--- config.mk ---
export PLATFORM = sky130hd
export DESIGN_NAME = adcrs_result_regs
export DESIGN_NICKNAME = d
export VERILOG_FILES = /design/src/adcrs_pkg.sv /design/src/adcrs_addr_sel.sv /design/src/adcrs_result_regs.sv
export SDC_FILE = /design/constraint.sdc
export NUM_CORES = 1
export LEC_CHECK = 0
export ABC_AREA = 1
export BUFFER_PORTS_ARGS = -buffer_cell sky130_fd_sc_hd__buf_2
export CAP_MARGIN = 30
export CORE_ASPECT_RATIO = 0.6
export CORE_MARGIN = 2
export CORE_UTILIZATION = 50
export DETAILED_ROUTE_END_ITERATION = 8
export GPL_ROUTABILITY_DRIVEN = 0
export PLACE_DENSITY = 0.71
export SLEW_MARGIN = 20
export SYNTH_ARGS = -nofsm -noshare
export SYNTH_HDL_FRONTEND = slang
export SYNTH_SLANG_ARGS = --single-unit
--- constraint.sdc ---
create_clock -name core_clk -period 3.8 [get_ports core_clk]
set_input_delay 0.19 -clock core_clk [delete_from_list [all_inputs] [get_ports core_clk]]
set_output_delay 0.19 -clock core_clk [all_outputs]
set_load 0.05 [all_outputs]
--- src/adcrs_pkg.sv ---
// shared constants and types for the result register and serial slave block
package adcrs_pkg;
	// register map (byte addresses on the serial port)
	localparam logic [7:0] REG_RESULT_LOW = 8'h04;
	localparam logic [7:0] REG_RESULT_MID = 8'h05;
	localparam logic [7:0] REG_RESULT_HIGH = 8'h06;
	localparam logic [7:0] REG_CONV_CTRL = 8'h07;
	localparam logic [7:0] REG_CONV_STAT = 8'h08;
	localparam logic [7:0] REG_DAC_LOW = 8'h0B;
	localparam logic [7:0] REG_DAC_HIGH = 8'h0C;
	// field positions
	localparam int POWER_OFF_BIT = 0;
	localparam int TEMP_SEL_BIT = 1;
	localparam int EOC_BIT = 1;
	// reset values
	localparam logic [7:0] CONV_CTRL_RESET = 8'h01;
	localparam logic [7:0] DAC_RESET = 8'h00;
	// saturation limits of the 24-bit two's complement result
	localparam logic signed [23:0] RESULT_MAX = 24'sh7FFFFF;
	localparam logic signed [23:0] RESULT_MIN = -24'sh800000;
	// slave addresses (8-bit form, write bit clear)
	localparam logic [7:0] ADDR_STRAP_00 = 8'hA0;
	localparam logic [7:0] ADDR_STRAP_01 = 8'hB0;
	localparam logic [7:0] ADDR_STRAP_10 = 8'hC0;
	localparam logic [7:0] ADDR_STRAP_11 = 8'hD0;
	localparam logic [7:0] ADDR_EIGHT_PIN = 8'hD0;
	localparam int BITS_PER_BYTE = 8;
	// serial bus lines as seen and driven by the slave
	typedef struct packed {
		logic scl;
		logic sda;
	} adcrs_bus_in_t;
	typedef struct packed {
		logic sclOut;
		logic sclOe;
		logic sdaOut;
		logic sdaOe;
	} adcrs_bus_out_t;
	// raw sample from the modulator/filter, wider than the result for headroom
	typedef struct packed {
		logic valid;
		logic signed [31:0] value;
	} adcrs_sample_t;
endpackage

--- src/adcrs_addr_sel.sv ---
// slave address selection from package option and strap pins
`timescale 1ns/1ps
module adcrs_addr_sel
	import adcrs_pkg::*;
(
	input wire logic core_clk,
	input wire logic reset_n,
	input wire logic eightPinPackage,
	input wire logic clockSourceSelectPin,
	input wire logic addressStrapLow,
	input wire logic addressStrapHigh,
	output logic [7:0] slaveAddress
);
	logic [1:0] strapPair;
	logic [7:0] strapAddress;
	logic [7:0] next_slaveAddress;

	// RULE_15 strap address map
	assign strapPair = {addressStrapHigh, addressStrapLow};
	assign strapAddress = (strapPair == 2'h0) ? ADDR_STRAP_00 :
		(strapPair == 2'h1) ? ADDR_STRAP_01 :
		(strapPair == 2'h2) ? ADDR_STRAP_10 : ADDR_STRAP_11;
	// RULE_16 eight pin fixed
	// RULE_14 crystal mode default
	assign next_slaveAddress = eightPinPackage ? ADDR_EIGHT_PIN :
		(clockSourceSelectPin ? strapAddress : ADDR_STRAP_00);

	// registered so a strap is sampled by the clock, never by the reset
	always_ff @(posedge core_clk or negedge reset_n) begin
		if (!reset_n) begin
			slaveAddress <= ADDR_STRAP_00;
		end else begin
			slaveAddress <= next_slaveAddress;
		end
	end
endmodule // adcrs_addr_sel

--- src/adcrs_result_regs.sv ---
// result registers, converter control and serial slave port
`timescale 1ns/1ps
// How it works
// RULE_01 - result is 24-bit two's complement, top bit is the sign
// RULE_02 - results clamp to 8388607 and -8388608, never wrap
// RULE_03 - result bits 7..0 read-only at address 04H
// RULE_04 - result bits 15..8 read-only at address 05H
// RULE_05 - result bits 23..16 with sign read-only at address 06H
// RULE_06 - power-off bit high switches off all converter circuitry
// RULE_07 - dac low write goes to shadow, moved on high-byte write
// RULE_08 - host writes dac low byte first, then high byte
// RULE_09 - slave only, never starts transfers nor drives clock
// RULE_10 - only the external master drives the clock line
// RULE_11 - both lines open-drain: pull low or release
// RULE_12 - no chip select, selected by address match only
// RULE_13 - supports slave transmit and slave receive
// RULE_14 - clock select low gives address 0xA0
// RULE_15 - clock select high: straps pick A0, B0, C0 or D0
// RULE_16 - eight-pin package always answers at 0xD0
// RULE_17 - temperature sensor channel converts through normal path
// RULE_18 - bytes are 8 bits msb first plus acknowledge bit
// RULE_19 - on missing master acknowledge, release data line
// RULE_20 - end of conversion flag sets on completion, software clears
// RULE_21 - write: addr, reg, data; read: reg, repeated start, data
// RULE_22 - unmatched address not acknowledged, ignored until next start
module adcrs_result_regs
	import adcrs_pkg::*;
(
	input wire logic core_clk,
	input wire logic reset_n,
	input adcrs_bus_in_t busIn,
	output adcrs_bus_out_t busOut,
	input wire logic eightPinPackage,
	input wire logic clockSourceSelectPin,
	input wire logic addressStrapLow,
	input wire logic addressStrapHigh,
	input adcrs_sample_t signalSample,
	input adcrs_sample_t tempSample,
	output logic converterPowerOff,
	output logic tempSensorSelect,
	output logic [15:0] dacValue
);
	typedef enum {ST_IDLE, ST_ADDR, ST_ADDR_ACK, ST_REG, ST_REG_ACK,
		ST_WDATA, ST_WDATA_ACK, ST_RDATA, ST_RDATA_ACK, ST_IGNORE} adcrs_state_t;

	adcrs_state_t state;
	adcrs_state_t next_state;
	logic [7:0] slaveAddress;
	logic sclPrev;
	logic sdaPrev;
	logic [3:0] bitCount;
	logic [7:0] shiftIn;
	logic [7:0] shiftOut;
	logic [7:0] regPointer;
	logic sdaLow;
	logic [23:0] result;
	logic [7:0] convCtrl;
	logic eocFlag;
	logic [7:0] dacShadow;
	logic [7:0] dacLow;
	logic [7:0] dacHigh;

	adcrs_addr_sel addrSel (
		.core_clk(core_clk),
		.reset_n(reset_n),
		.eightPinPackage(eightPinPackage),
		.clockSourceSelectPin(clockSourceSelectPin),
		.addressStrapLow(addressStrapLow),
		.addressStrapHigh(addressStrapHigh),
		.slaveAddress(slaveAddress)
	);

	// bus line events, lines are already synchronous to core_clk
	wire sclRise = busIn.scl & ~sclPrev;
	wire sclFall = ~busIn.scl & sclPrev;
	wire startSeen = busIn.scl & sclPrev & sdaPrev & ~busIn.sda;
	wire stopSeen = busIn.scl & sclPrev & ~sdaPrev & busIn.sda;
	wire byteDone = (bitCount == 4'(BITS_PER_BYTE));
	// the whole byte sits in the shifter once its eighth rise is taken
	wire [7:0] rxByte = shiftIn;

	// RULE_12 address match select
	wire addrMatch = (rxByte[7:1] == slaveAddress[7:1]);
	wire readReq = rxByte[0];

	// samples the converter; temperature channel uses the same path
	// RULE_17 temp sensor path
	wire adcrs_sample_t chosen = convCtrl[TEMP_SEL_BIT] ? tempSample :
		signalSample;
	// RULE_06 powered off gating
	wire sampleTaken = chosen.valid & ~convCtrl[POWER_OFF_BIT];
	// RULE_02 saturate result
	wire signed [23:0] clamped =
		(chosen.value > 32'(signed'(RESULT_MAX))) ? RESULT_MAX :
		(chosen.value < 32'(signed'(RESULT_MIN))) ? RESULT_MIN :
		chosen.value[23:0];

	// register read decode, unmapped addresses read zero
	// RULE_03 low result byte
	// RULE_04 mid result byte
	// RULE_05 high result byte
	wire [7:0] readData =
		(regPointer == REG_RESULT_LOW) ? result[7:0] :
		(regPointer == REG_RESULT_MID) ? result[15:8] :
		(regPointer == REG_RESULT_HIGH) ? result[23:16] :
		(regPointer == REG_CONV_CTRL) ? convCtrl :
		(regPointer == REG_CONV_STAT) ? (8'(eocFlag) << EOC_BIT) :
		(regPointer == REG_DAC_LOW) ? dacLow :
		(regPointer == REG_DAC_HIGH) ? dacHigh : 8'h00;

	// write strobe as the data byte's last clock falls
	wire writeStrobe = (state == ST_WDATA) & sclFall & byteDone;
	wire eocClear = writeStrobe & (regPointer == REG_CONV_STAT) &
		~rxByte[EOC_BIT];

	// next state of the serial engine; bytes end on the eighth fall so
	// the pull-down only ever moves while the clock is low
	always_comb begin
		next_state = state;
		case (state)
			ST_IDLE: next_state = ST_IDLE;
			ST_ADDR: begin
				// RULE_22 ignore other address
				if (sclFall && byteDone) begin
					next_state = addrMatch ? ST_ADDR_ACK : ST_IGNORE;
				end
			end
			ST_ADDR_ACK: begin
				if (sclFall) begin
					next_state = shiftOut[0] ? ST_RDATA : ST_REG;
				end
			end
			ST_REG: if (sclFall && byteDone) next_state = ST_REG_ACK;
			ST_REG_ACK: if (sclFall) next_state = ST_WDATA;
			ST_WDATA: if (sclFall && byteDone) next_state = ST_WDATA_ACK;
			ST_WDATA_ACK: if (sclFall) next_state = ST_WDATA;
			ST_RDATA: if (sclFall && byteDone) next_state = ST_RDATA_ACK;
			ST_RDATA_ACK: begin
				// RULE_19 release on nack
				if (sclRise && busIn.sda) begin
					next_state = ST_IGNORE;
				end else if (sclFall) begin
					next_state = ST_RDATA;
				end
			end
			ST_IGNORE: next_state = ST_IGNORE;
			default: next_state = ST_IDLE;
		endcase
		// RULE_21 repeated start frames
		if (startSeen) begin
			next_state = ST_ADDR;
		end else if (stopSeen) begin
			next_state = ST_IDLE;
		end
	end

	// line history for edge and condition detection
	always_ff @(posedge core_clk or negedge reset_n) begin
		if (!reset_n) begin
			sclPrev <= 1'b1;
			sdaPrev <= 1'b1;
			state <= ST_IDLE;
		end else begin
			sclPrev <= busIn.scl;
			sdaPrev <= busIn.sda;
			state <= next_state;
		end
	end

	// RULE_18 msb first bit counting
	always_ff @(posedge core_clk or negedge reset_n) begin
		if (!reset_n) begin
			bitCount <= 4'h0;
			shiftIn <= 8'h00;
		end else if (startSeen || next_state != state) begin
			bitCount <= 4'h0;
		end else if (sclRise) begin
			bitCount <= bitCount + 4'h1;
			shiftIn <= {shiftIn[6:0], busIn.sda};
		end
	end

	// pointer and outgoing byte; pointer auto-increments with each data byte
	// RULE_13 transmit and receive
	always_ff @(posedge core_clk or negedge reset_n) begin
		if (!reset_n) begin
			regPointer <= 8'h00;
			shiftOut <= 8'h00;
		end else if (state == ST_ADDR && sclFall && byteDone) begin
			shiftOut <= {7'h00, readReq};
		end else if (state == ST_REG && sclFall && byteDone) begin
			regPointer <= rxByte;
		end else if (writeStrobe) begin
			regPointer <= regPointer + 8'h01;
		end else if (next_state == ST_RDATA && state != ST_RDATA) begin
			shiftOut <= readData;
			regPointer <= regPointer + 8'h01;
		end else if (state == ST_RDATA && sclFall) begin
			shiftOut <= {shiftOut[6:0], 1'b0};
		end
	end

	// data line pull-down: acknowledge slots and transmitted zeros
	always_ff @(posedge core_clk or negedge reset_n) begin
		if (!reset_n) begin
			sdaLow <= 1'b0;
		end else begin
			case (next_state)
				ST_ADDR_ACK, ST_REG_ACK, ST_WDATA_ACK: sdaLow <= 1'b1;
				ST_RDATA: sdaLow <= (state == ST_RDATA) ?
					((sclFall) ? ~shiftOut[6] : sdaLow) : ~readData[7];
				default: sdaLow <= 1'b0;
			endcase
		end
	end

	// RULE_11 open drain lines
	// RULE_09 clock never driven
	assign busOut.sdaOut = 1'b0;
	assign busOut.sdaOe = sdaLow;
	assign busOut.sclOut = 1'b0;
	assign busOut.sclOe = 1'b0;

	// RULE_01 two's complement result
	// no reset: contents are undefined after power-on
	always_ff @(posedge core_clk) begin
		if (sampleTaken) begin
			result <= clamped;
		end
	end

	// control register and end-of-conversion flag
	always_ff @(posedge core_clk or negedge reset_n) begin
		if (!reset_n) begin
			convCtrl <= CONV_CTRL_RESET;
			eocFlag <= 1'b0;
		end else begin
			if (writeStrobe && regPointer == REG_CONV_CTRL) begin
				convCtrl <= rxByte;
			end
			// RULE_20 set wins clear
			if (sampleTaken) begin
				eocFlag <= 1'b1;
			end else if (eocClear) begin
				eocFlag <= 1'b0;
			end
		end
	end

	// RULE_07 dac shadow transfer
	// RULE_08 low then high
	always_ff @(posedge core_clk or negedge reset_n) begin
		if (!reset_n) begin
			dacShadow <= DAC_RESET;
			dacLow <= DAC_RESET;
			dacHigh <= DAC_RESET;
		end else if (writeStrobe && regPointer == REG_DAC_LOW) begin
			dacShadow <= rxByte;
		end else if (writeStrobe && regPointer == REG_DAC_HIGH) begin
			dacHigh <= rxByte;
			dacLow <= dacShadow;
		end
	end

	// RULE_06 power off output
	assign converterPowerOff = convCtrl[POWER_OFF_BIT];
	assign tempSensorSelect = convCtrl[TEMP_SEL_BIT];
	assign dacValue = {dacHigh, dacLow};
endmodule // adcrs_result_regs

[Word level (Yosys, flattened, before mapping)]
Index checks and enable logic that the tools add are counted.
Storage, ports and cells
  output and inout bits: 22
  word-level logic and storage cells: 141
  input bits: 74
  flip-flop bits (word level): 127
Cells by class
  $lt $le $gt $ge: 2
  $add $sub $neg: 2
  mux-type cells: 42
  reductions and logical operators: 23
  eq/ne operators: 34
  bitwise logic cells: 23
Operator list (count)
  two-way mux 32 bit: 10
  equality test 32 x 3 -> 1 bit (second input constant): 8
  one-hot mux 32 bit (8 select lines): 1
  equality test 32 x 4 -> 1 bit (second input constant): 5
  equality test 32 x 2 -> 1 bit (second input constant): 4
  two-way mux 8 bit: 14
  two-way mux 7 bit: 5
  two-way mux 33 bit: 1
  equality test 32 x 1 -> 1 bit (second input constant): 1
  equality test 8 x 3 -> 1 bit (second input constant): 4
  greater-than comparator 32 x 24 -> 1 bit (second input constant): 1
  less-than comparator 32 x 24 -> 1 bit (second input constant): 1
  != test 32 bit: 1
  != test 32 x 4 -> 1 bit (second input constant): 1
  equality test 8 x 4 -> 1 bit (second input constant): 3
  two-way mux 24 bit: 1
  AND 1 bit: 12
  two-way mux 4 bit: 3
  logical AND 1 bit: 11
  NOT 1 bit: 11
  adder 8 x 1 -> 8 bit (second input constant): 1
  equality test 7 bit: 1
  AND reduction 2 bit: 3
  nonzero test 3 bit: 2
  17 further kinds: 21

[Logic depth before layout (Yosys ltp)]
Gate-level depths: netlist (run 1).
  word-level depth: 13
  depth in mapped cells: 18
  depth with buffers taken out: 17

[Hierarchy]
A second synthesis (run 1) with hierarchy kept.
Second synthesis, totals
  cells, all modules: 866
  area total of the unflattened synthesis: 6846.6 um^2
By module, submodules not included
  adcrs_result_regs: area an instance 6701.4 um^2, seq. area each 3101.7 um^2, instances 1, cells each 850
  adcrs_addr_sel: area an instance 145.1 um^2, seq. area each 76.3 um^2, instances 1, cells each 16

[Worst setup path after synthesis (run 1)]
OpenSTA, ideal clock, no wires.
  kind: reg2reg
  from: register convCtrl[1]
  to: register result[0] (enable)
  required time: 3.385 ns
  path buffers: 2
  slack: 0.835 ns
  cell stages (with the launch flop): 5
  period minus slack after synthesis: 2.965 ns
  data arrival time: 2.550 ns
  library setup time: 0.415 ns
  cell sequence: dfrtp_1 > buf_2 > buf_1 > nand2_1 > a21oi_1
On the way
  word-level cells in the longest chain between the ends: 2
RTL lines
  start: declaration: RTL line adcrs_result_regs.sv:57  | logic [7:0] convCtrl;
  start signal: assignment: RTL line adcrs_result_regs.sv:239  | convCtrl <= rxByte;
  two-way mux 33 bit: RTL line adcrs_result_regs.sv:88  | wire adcrs_sample_t chosen = convCtrl[TEMP_SEL_BIT] ? tempSample :
  AND 1 bit: RTL line adcrs_result_regs.sv:91  | wire sampleTaken = chosen.valid & ~convCtrl[POWER_OFF_BIT];
  net sampleTaken: RTL line adcrs_result_regs.sv:91
  end signal: assignment: RTL line adcrs_result_regs.sv:228  | result <= clamped;
  end: declaration: RTL line adcrs_result_regs.sv:56  | logic [23:0] result;
The timed path passes the listed nets, and every way through them passes these cells.
A chain may end at the register's enable or synchronous reset.

[Worst setup path after layout (run 1)]
  from: register state[18]
  to: register shiftIn[7], in the netlist rxByte[7]
On the way
  word-level cells in the longest chain between the ends: 9
  elaborated cells on any way between the ends: 25
  classes of those cells: eq/ne (10); mux (11); bitwise (1); reduce/logical (3)
RTL lines
  start: declaration: RTL line adcrs_result_regs.sv:46  | adcrs_state_t state;
  start signal: assignment: RTL line adcrs_result_regs.sv:166  | state <= next_state;
  equality test 32 x 3 -> 1 bit or two-way mux 32 bit (tied branches): RTL line adcrs_result_regs.sv:120, adcrs_result_regs.sv:142
  OR reduction 2 bit (no source line) or two-way mux 32 bit (tied branches)
  one-hot mux 32 bit (8 select lines): RTL line adcrs_result_regs.sv:120  | case (state)
  two-way mux 32 bit: RTL line adcrs_result_regs.sv:152  | end else if (stopSeen) begin
  two-way mux 32 bit: RTL line adcrs_result_regs.sv:150  | if (startSeen) begin
  != test 32 bit *: RTL line adcrs_result_regs.sv:175  | end else if (startSeen || next_state != state) begin
  logical OR 1 bit *: RTL line adcrs_result_regs.sv:175
  NOT 1 bit (no source line) *
  AND reduction 2 bit (no source line) *
  end signal: assignment: RTL line adcrs_result_regs.sv:179  | shiftIn <= {shiftIn[6:0], busIn.sda};
  end: declaration: RTL line adcrs_result_regs.sv:52  | logic [7:0] shiftIn;
Every way passes the cells marked *; elsewhere a longest branch is shown, timed or not.

==> metrics, run 1 <==
I/O pin count 96; maximum vdd ir drop 0.250 mV; synth warn 0; Multi-input gate area 3430 µm²; dpl hpwl 13.2 mm; Final Non-Filler Cells 1,202; CTS max path bufs 2; Buffers & Inverters on Critical Path 0; Port Buffers 92; nets@finish 1,094; status complete, no violations; Detailed Routing Iterations Pass 1 7; power density cells 396 nW/µm²; slowest stage delay, CP 0.49 ns; FMAX 324 MHz; clock sink count 122; Worst Path Arrival 3.43 ns; RSZ-0062 raised after global routing no; WL per Instance 15.3 µm; Req. time, crit path 4.15 ns; Max Slew Vio Count 0; Worst Skew 0.0152 ns; Synth area leader dfrtp_1; horizontal die dimension 156 µm; Synth Register Bits 122; Detailed Route WL 18.4 mm; Mapped Cells 888; CP max-delay cell nor2_2; dpl cells 1,164; core area 13,600 µm²; Area growth syn-to-layout 20.2%; slew at the pin closest to its max-slew limit 0.892 ns; mapped cell area 6950 µm²; CP startpoint kind flop; Die ar. 14,900 µm²; Root Driver clkbuf_16; fin crit share 81.1%; Crit. End Element flop; Final Setup Violations 0; post-synth top area share 33.8%; sequential area share after synthesis 45.7%; clock-pin slew on the worst setup and hold paths 0.06 ns; post-layout min period 3.08 ns; CP Max Fanout 14; DRT antenna net count 0; Hold Buf Count CTS 6; Fin Setup TNS 0 ns; sequential standard cell area 3180 µm²; number of diodes 0; Crit path max-delay family simple AND/OR/NAND/NOR gates; final core utilization 61.3%; LEAKAGE 4.10 nW; residual DRC count 0; share of cells above drive strength 1 21.8%; vias in the first global route 5,715; vias after detailed routing 6,387; CTS tree done; largest net degree at the start of global routing 61; Die Span Y 95.3 µm; critical path class reg2reg; Hold WC Path Type in2reg; first-pass GRT wire length 29.9 mm; starting DRC count in detailed routing 827; Netlist cell types 46; Pwr Total 3.31 mW; Post-CTS Setup Bufs 0; worst-skew pair later-pin latency 0.42 ns; Resize count post-CTS 0; Most common cell on crit path nand2_1; Area contributors post-synth dfrtp_1 34%, nand2_1 16%, edfxtp_1 10%; DP Area 7640 µm²; crit-path cells nor2_1, nand2_1, nor2_2, nand2_1, nor2_4, nand2_1, nand2_1, nand2_1, nand3_1, nand3_1, nand2_1, nand2_1, nor2_2, nand4_1, nand2_1; global route overflow 0; initial antenna violation count 0; H-Tree Depth 4; gr usage total 26.2%; Avg Synthesized Cell Area 7.83 µm²; Rows 33; Post-Layout Inst Area 8350 µm²; total CTS buffers 17; Fill cells 1,204; vias per cell 5.31; Max-slew headroom 40.1%; starting density of the core 51.0%; MaxCap Viol Count 0; Hold Fails Final Rpt 0
## synth_stat cells (all sizes together)
cell type    n
a21boi       1
a21o         2
a21oi       24
and2         1
buf         15
clkbuf      13
clkinv       2
conb         1
dfrtp       94
dfstp        4
edfxtp      24
ha           6
inv         78
mux2         8
mux2i        6
nand2      301
nand3       41
nand3b       2
nand4       35
nor2        91
nor3        13
nor3b        1
nor4         3
o211ai      25
o21a         1
o21ai       55
o221ai       1
o22ai        4
or2         30
xor2         6
## report_power, final
group	switching [mW]	total (mW)	internal, mW
clock network	0.669	1.77	1.10
logic	0.0950	0.149	0.0540
registers	0.0139	1.39	1.38
## layout make-up
cell class | count | share of cell area [%]
Timing Repair Buffer | 105 | 6.89
Inverter | 80 | 3.60
Clock buffer | 18 | 5.39
Multi-Input combinational cell | 688 | 41.1
Clock inverter | 14 | 2.37
Sequential cell | 122 | 38.1
Tap cell | 175 | 2.62
## worst reg2reg max path, delay by kind of cell, from the launching register on
kind,cells,cell delay [ns]
AND/OR/NAND/NOR,15,2.68
flip-flops,1,0.36
## cells in the final DEF, fill, tap and decap left out, types with 30 or more instances in the layout
cell	synthesis	layout
buf_2	3	91
inv_1	67	67
nand4_1	34	34
dfrtp_1	94	94
nand2_1	291	291
nand3_1	36	36
or2_2	30	30
o21ai_0	44	44
nor2_1	80	80
conb_1	1	31
## final timing paths
check / start / end / slack, ns / cells after the start
min in group asynchronous: reset_n / state[7] / 0.38 / 2
worst min-delay path: clockSourceSelectPin / addrSel.slaveAddress[4] / 0.01 / 2
worst max-delay path: state[18] / rxByte[7] / 0.72 / 15
worst min register to register: eocFlag / eocFlag / 0.48 / 1
max in group asynchronous: reset_n / addrSel.slaveAddress[5] / 2.37 / 3
worst max register to register: state[18] / rxByte[7] / 0.72 / 15
## logic make-up (layout without fill, tap and decap cells)
group / count (synthesis) / in the layout / synth area share [%]
mux: 14 / 14 / 2.16
flops: 122 / 122 / 45.7
simple gates: 518 / 518 / 33.9
fa+ha+maj: 6 / 6 / 1.08
compound gates: 113 / 113 / 9.76
other cells: 1 / 31 / 0.0540
xor+xnor: 6 / 6 / 0.756
buf+inv: 108 / 217 / 6.59
## flip-flops by register name, indices dropped and copies added (netlist names), 3 cells and up
signal / flops
state: 32
result: 24
convCtrl: 8
dacHigh: 8
dacLow: 8
dacShadow: 8
regPointer: 8
rxByte: 8
shiftOut: 7
bitCount: 4
addrSel.slaveAddress: 3
## metrics by stage
stage	hold slack, ns	worst slack, ns
global placement	0.314	0.956
global route	0.0172	0.464
finish	0.0143	0.717
detailed placement	0.315	0.895
floorplan	-0.106	0.835
CTS	0.00692	0.836
## per-layer routing
layer  routed length (µm)  vias up  global-route usage (%)
met3                 1690       25                    4.77
li1                     -     3137                       -
met1                 9260     2921                    42.8
met5                    0        -                       0
met2                 7260      304                    35.1
met4                  169        0                    6.27
(Power assumes the default switching activity.)
==> inputs of run 2 (changes only) <==
--- a/config.mk
+++ b/config.mk
@@ -5,7 +5,7 @@
 export SDC_FILE = /design/constraint.sdc
 export NUM_CORES = 1
 export LEC_CHECK = 0
-export ABC_AREA = 1
+export ABC_AREA = 0
 export BUFFER_PORTS_ARGS = -buffer_cell sky130_fd_sc_hd__buf_2
 export CAP_MARGIN = 30
 export CORE_ASPECT_RATIO = 0.6
@@ -13,7 +13,7 @@
 export CORE_UTILIZATION = 50
 export DETAILED_ROUTE_END_ITERATION = 8
 export GPL_ROUTABILITY_DRIVEN = 0
-export PLACE_DENSITY = 0.71
+export PLACE_DENSITY = 0.74
 export SLEW_MARGIN = 20
 export SYNTH_ARGS = -nofsm -noshare
 export SYNTH_HDL_FRONTEND = slang
==> constraint.sdc (replaced) <==
create_clock -name core_clk -period 2.8 [get_ports core_clk]
set_input_delay 0.14 -clock core_clk [delete_from_list [all_inputs] [get_ports core_clk]]
set_output_delay 0.14 -clock core_clk [all_outputs]
set_load 0.05 [all_outputs]
==> metrics, run 2 <==
status complete, no violations; Fin Setup TNS 0 ns (unchanged); maximum vdd ir drop 0.391 mV (+56%); Synth area leader dfrtp_1; Worst Path Arrival 3.12 ns (-0.31 ns); mapped cell area 6210 µm² (-11%); largest net degree at the start of global routing 58 (-4.9%); Largest regs state x32, result x24; Crit. End Element flop; FMAX 358 MHz (+10%); EDFF count, synth 24 (unchanged); Async S/R FF share, synth 80.3% (unchanged); synth warn 0 (unchanged); dpl cells 854 (-27%); starting DRC count in detailed routing 511 (-38%); Area growth syn-to-layout 25.6%; MaxCap Viol Count 0 (unchanged); slowest stage delay, CP 0.56 ns (+0.07 ns); CP max-delay cell dfrtp_1; worst reg2reg path depth 7 (-8); hold path depth 3 (+1); CP startpoint kind flop; Place WS 0.106 ns (-0.789 ns); Worst R2R Setup Slack 0.004 ns (-0.71 ns); Die ar. 13,400 µm² (-10%); starting density of the core 51.3% (+0.31 points); Buffers & Inverters on Critical Path 0 (unchanged); Hold Fails Final Rpt 0 (unchanged); Final Non-Filler Cells 895 (-26%); CTS tree done; CTS max path bufs 2 (unchanged); Synth Register Bits 122 (unchanged); first-pass GRT wire length 26.0 mm (-13%); Avg Synthesized Cell Area 11.1 µm² (+41%); Detailed Routing Iterations Pass 1 7 (unchanged); top-count cell post-synth dfrtp_1; sequential area share after synthesis 51.2% (+5.4 points); post-layout min period 2.80 ns (-0.287 ns); Root Driver clkbuf_16; Die Span Y 90.3 µm (-5.2%); Max-slew headroom 50.4% (+10 points); number of diodes 0 (unchanged); r2r endpoint shiftOut[0]; most frequent cells in the layout 94 x dfrtp_1, 91 x buf_2, 43 x nor2_1, 40 x buf_4, 39 x o21ai_0; H-Tree Depth 4 (unchanged); Req. time, crit path 3.13 ns (-1.02 ns); Port Buffers 92 (unchanged); WL per Instance 18.0 µm (+17%); met2 GRT Util 35.5% (+0.40 points); total CTS buffers 17 (unchanged); Hold WC Path Type in2reg; vias in the first global route 5,139 (-10%); critical path class reg2reg; Detailed Route WL 16.1 mm (-13%); dpl hpwl 11.6 mm (-12%); Hold EP result[10]; global route overflow 0 (unchanged); core area 12,100 µm² (-11%); most frequent cells after synthesis 94 x dfrtp_1, 44 x nor2_1, 39 x o21ai_0, 28 x mux2i_1, 28 x nand2_1; M1 GR Usage 37.2% (-5.6 points); share of cells above drive strength 1 30.0% (+8.2 points); Area contributors post-synth dfrtp_1 38%, edfxtp_1 12%, mux2i_1 4.5%; CP Max Fanout 14 (unchanged); slew at the pin closest to its max-slew limit 0.744 ns (-0.148 ns); GRT busiest layer met1; horizontal die dimension 148 µm (-5.3%); Max Slew Vio Count 0 (unchanged); I/O pin count 96 (unchanged); clock sink count 122 (unchanged); fin worst setup slack 0.00421 ns (-0.713 ns); residual DRC count 0 (unchanged); nets@finish 797 (-27%); reg2reg start state[2]; Final Setup Violations 0 (unchanged); Rows 31 (-6.1%); worst-skew pair later-pin latency 0.41 ns (about the same); Pwr Total 4.12 mW (+24%); initial antenna violation count 0 (unchanged); most common cell after layout, fill and taps aside dfrtp_1; Netlist cell types 74 (+61%); LEAKAGE 3.45 nW (-16%); post-synth top area share 37.9% (+4.0 points); Synth Flop Type dfrtp_1; vias per cell 5.80 (+9.1%); Crit path max-delay family simple AND/OR/NAND/NOR gates; Largest register FFs 32 (unchanged); grt met3 use 5.86% (+1.1 points); power density cells 528 nW/µm² (+33%); Top reg by flops state; DRT antenna net count 0 (unchanged); Mapped Cells 561 (-37%); vias after detailed routing 5,188 (-19%); fin crit share 99.8% (+19 points); HP Start signalSample[10]; clock-pin slew on the worst setup and hold paths 0.06 ns (about the same); crit-path cells nor3b_1, nand2b_1, a211oi_2, o211ai_1, nor3_1, mux2_2, a21oi_1; gr usage total 24.6% (-1.5 points); Worst Skew 0.00949 ns (-0.00573 ns)
-- run 2: power breakdown --
part           internal, mW  switching, mW
combinational        0.0766          0.111
clock                  1.22          0.814
sequential             1.88         0.0243
-- run 2: worst min-delay path, cell delays in order --
cell     delay [ns]
buf_2          0.07
mux2i_1        0.05
o21ai_0        0.13
-- run 2: per-layer routing --
layer	up-vias	wire length (µm)
li1	2389	-
met2	242	7080
met1	2526	7520
met3	31	1270
met5	-	0
met4	0	197
-- run 2: cell type report --
cell class / count / area [µm²]
Clock inverter: 15 / 128
Timing Repair Buffer: 139 / 846
Clock buffer: 17 / 425
Fill cell: 970 / 4300
Inverter: 11 / 41.3
Tap cell: 165 / 206
Multi-Input combinational cell: 426 / 2980
Sequential cell: 122 / 3180
-- run 2: repair_timing --
action,4_1_cts,5_1_grt
buffers inserted,0,2
endpoints found under the setup margin,0,42
hold endpoints to repair,59,0
hold buffers,7,0
gates resized for setup,0,4
-- run 2: worst max path at each step --
stage                start  slack, ns  depth (start not counted)       endpoint
2_1_floorplan  convCtrl[1]       0.12                          3      result[0]
3_3_place_gp      state[2]       0.23                          7  regPointer[0]
3_5_place_dp     rxByte[1]       0.11                          9  regPointer[0]
4_1_cts          rxByte[1]        0.1                          9  regPointer[0]
5_1_grt           state[2]      -0.05                          7    shiftOut[0]
6_report          state[2]      0.004                          7    shiftOut[0]
-- run 2: stage by stage --
step           util, %  area (µm²)  hold WS (ns)
3_3_place_gp      58.9        7120         0.219
5_1_grt           64.5        7800         0.109
4_1_cts           64.1        7750        0.0953
6_report          64.5        7800        0.0914
2_1_floorplan        -        6320        -0.156
3_5_place_dp      58.9        7130         0.249
-- run 2: kinds of logic (layout without fill, tap and decap cells) --
| logic type | Yosys count | count (layout) | synth area share [%] |
|---|---|---|---|
| simple gates | 166 | 166 | 15.5 |
| mux | 74 | 74 | 12.9 |
| xor+xnor | 9 | 9 | 1.27 |
| other cells | 1 | 31 | 0.0604 |
| fa+ha+maj | 6 | 6 | 1.21 |
| compound gates | 140 | 140 | 14.8 |
| flops | 122 | 122 | 51.2 |
| buf+inv | 43 | 182 | 3.14 |
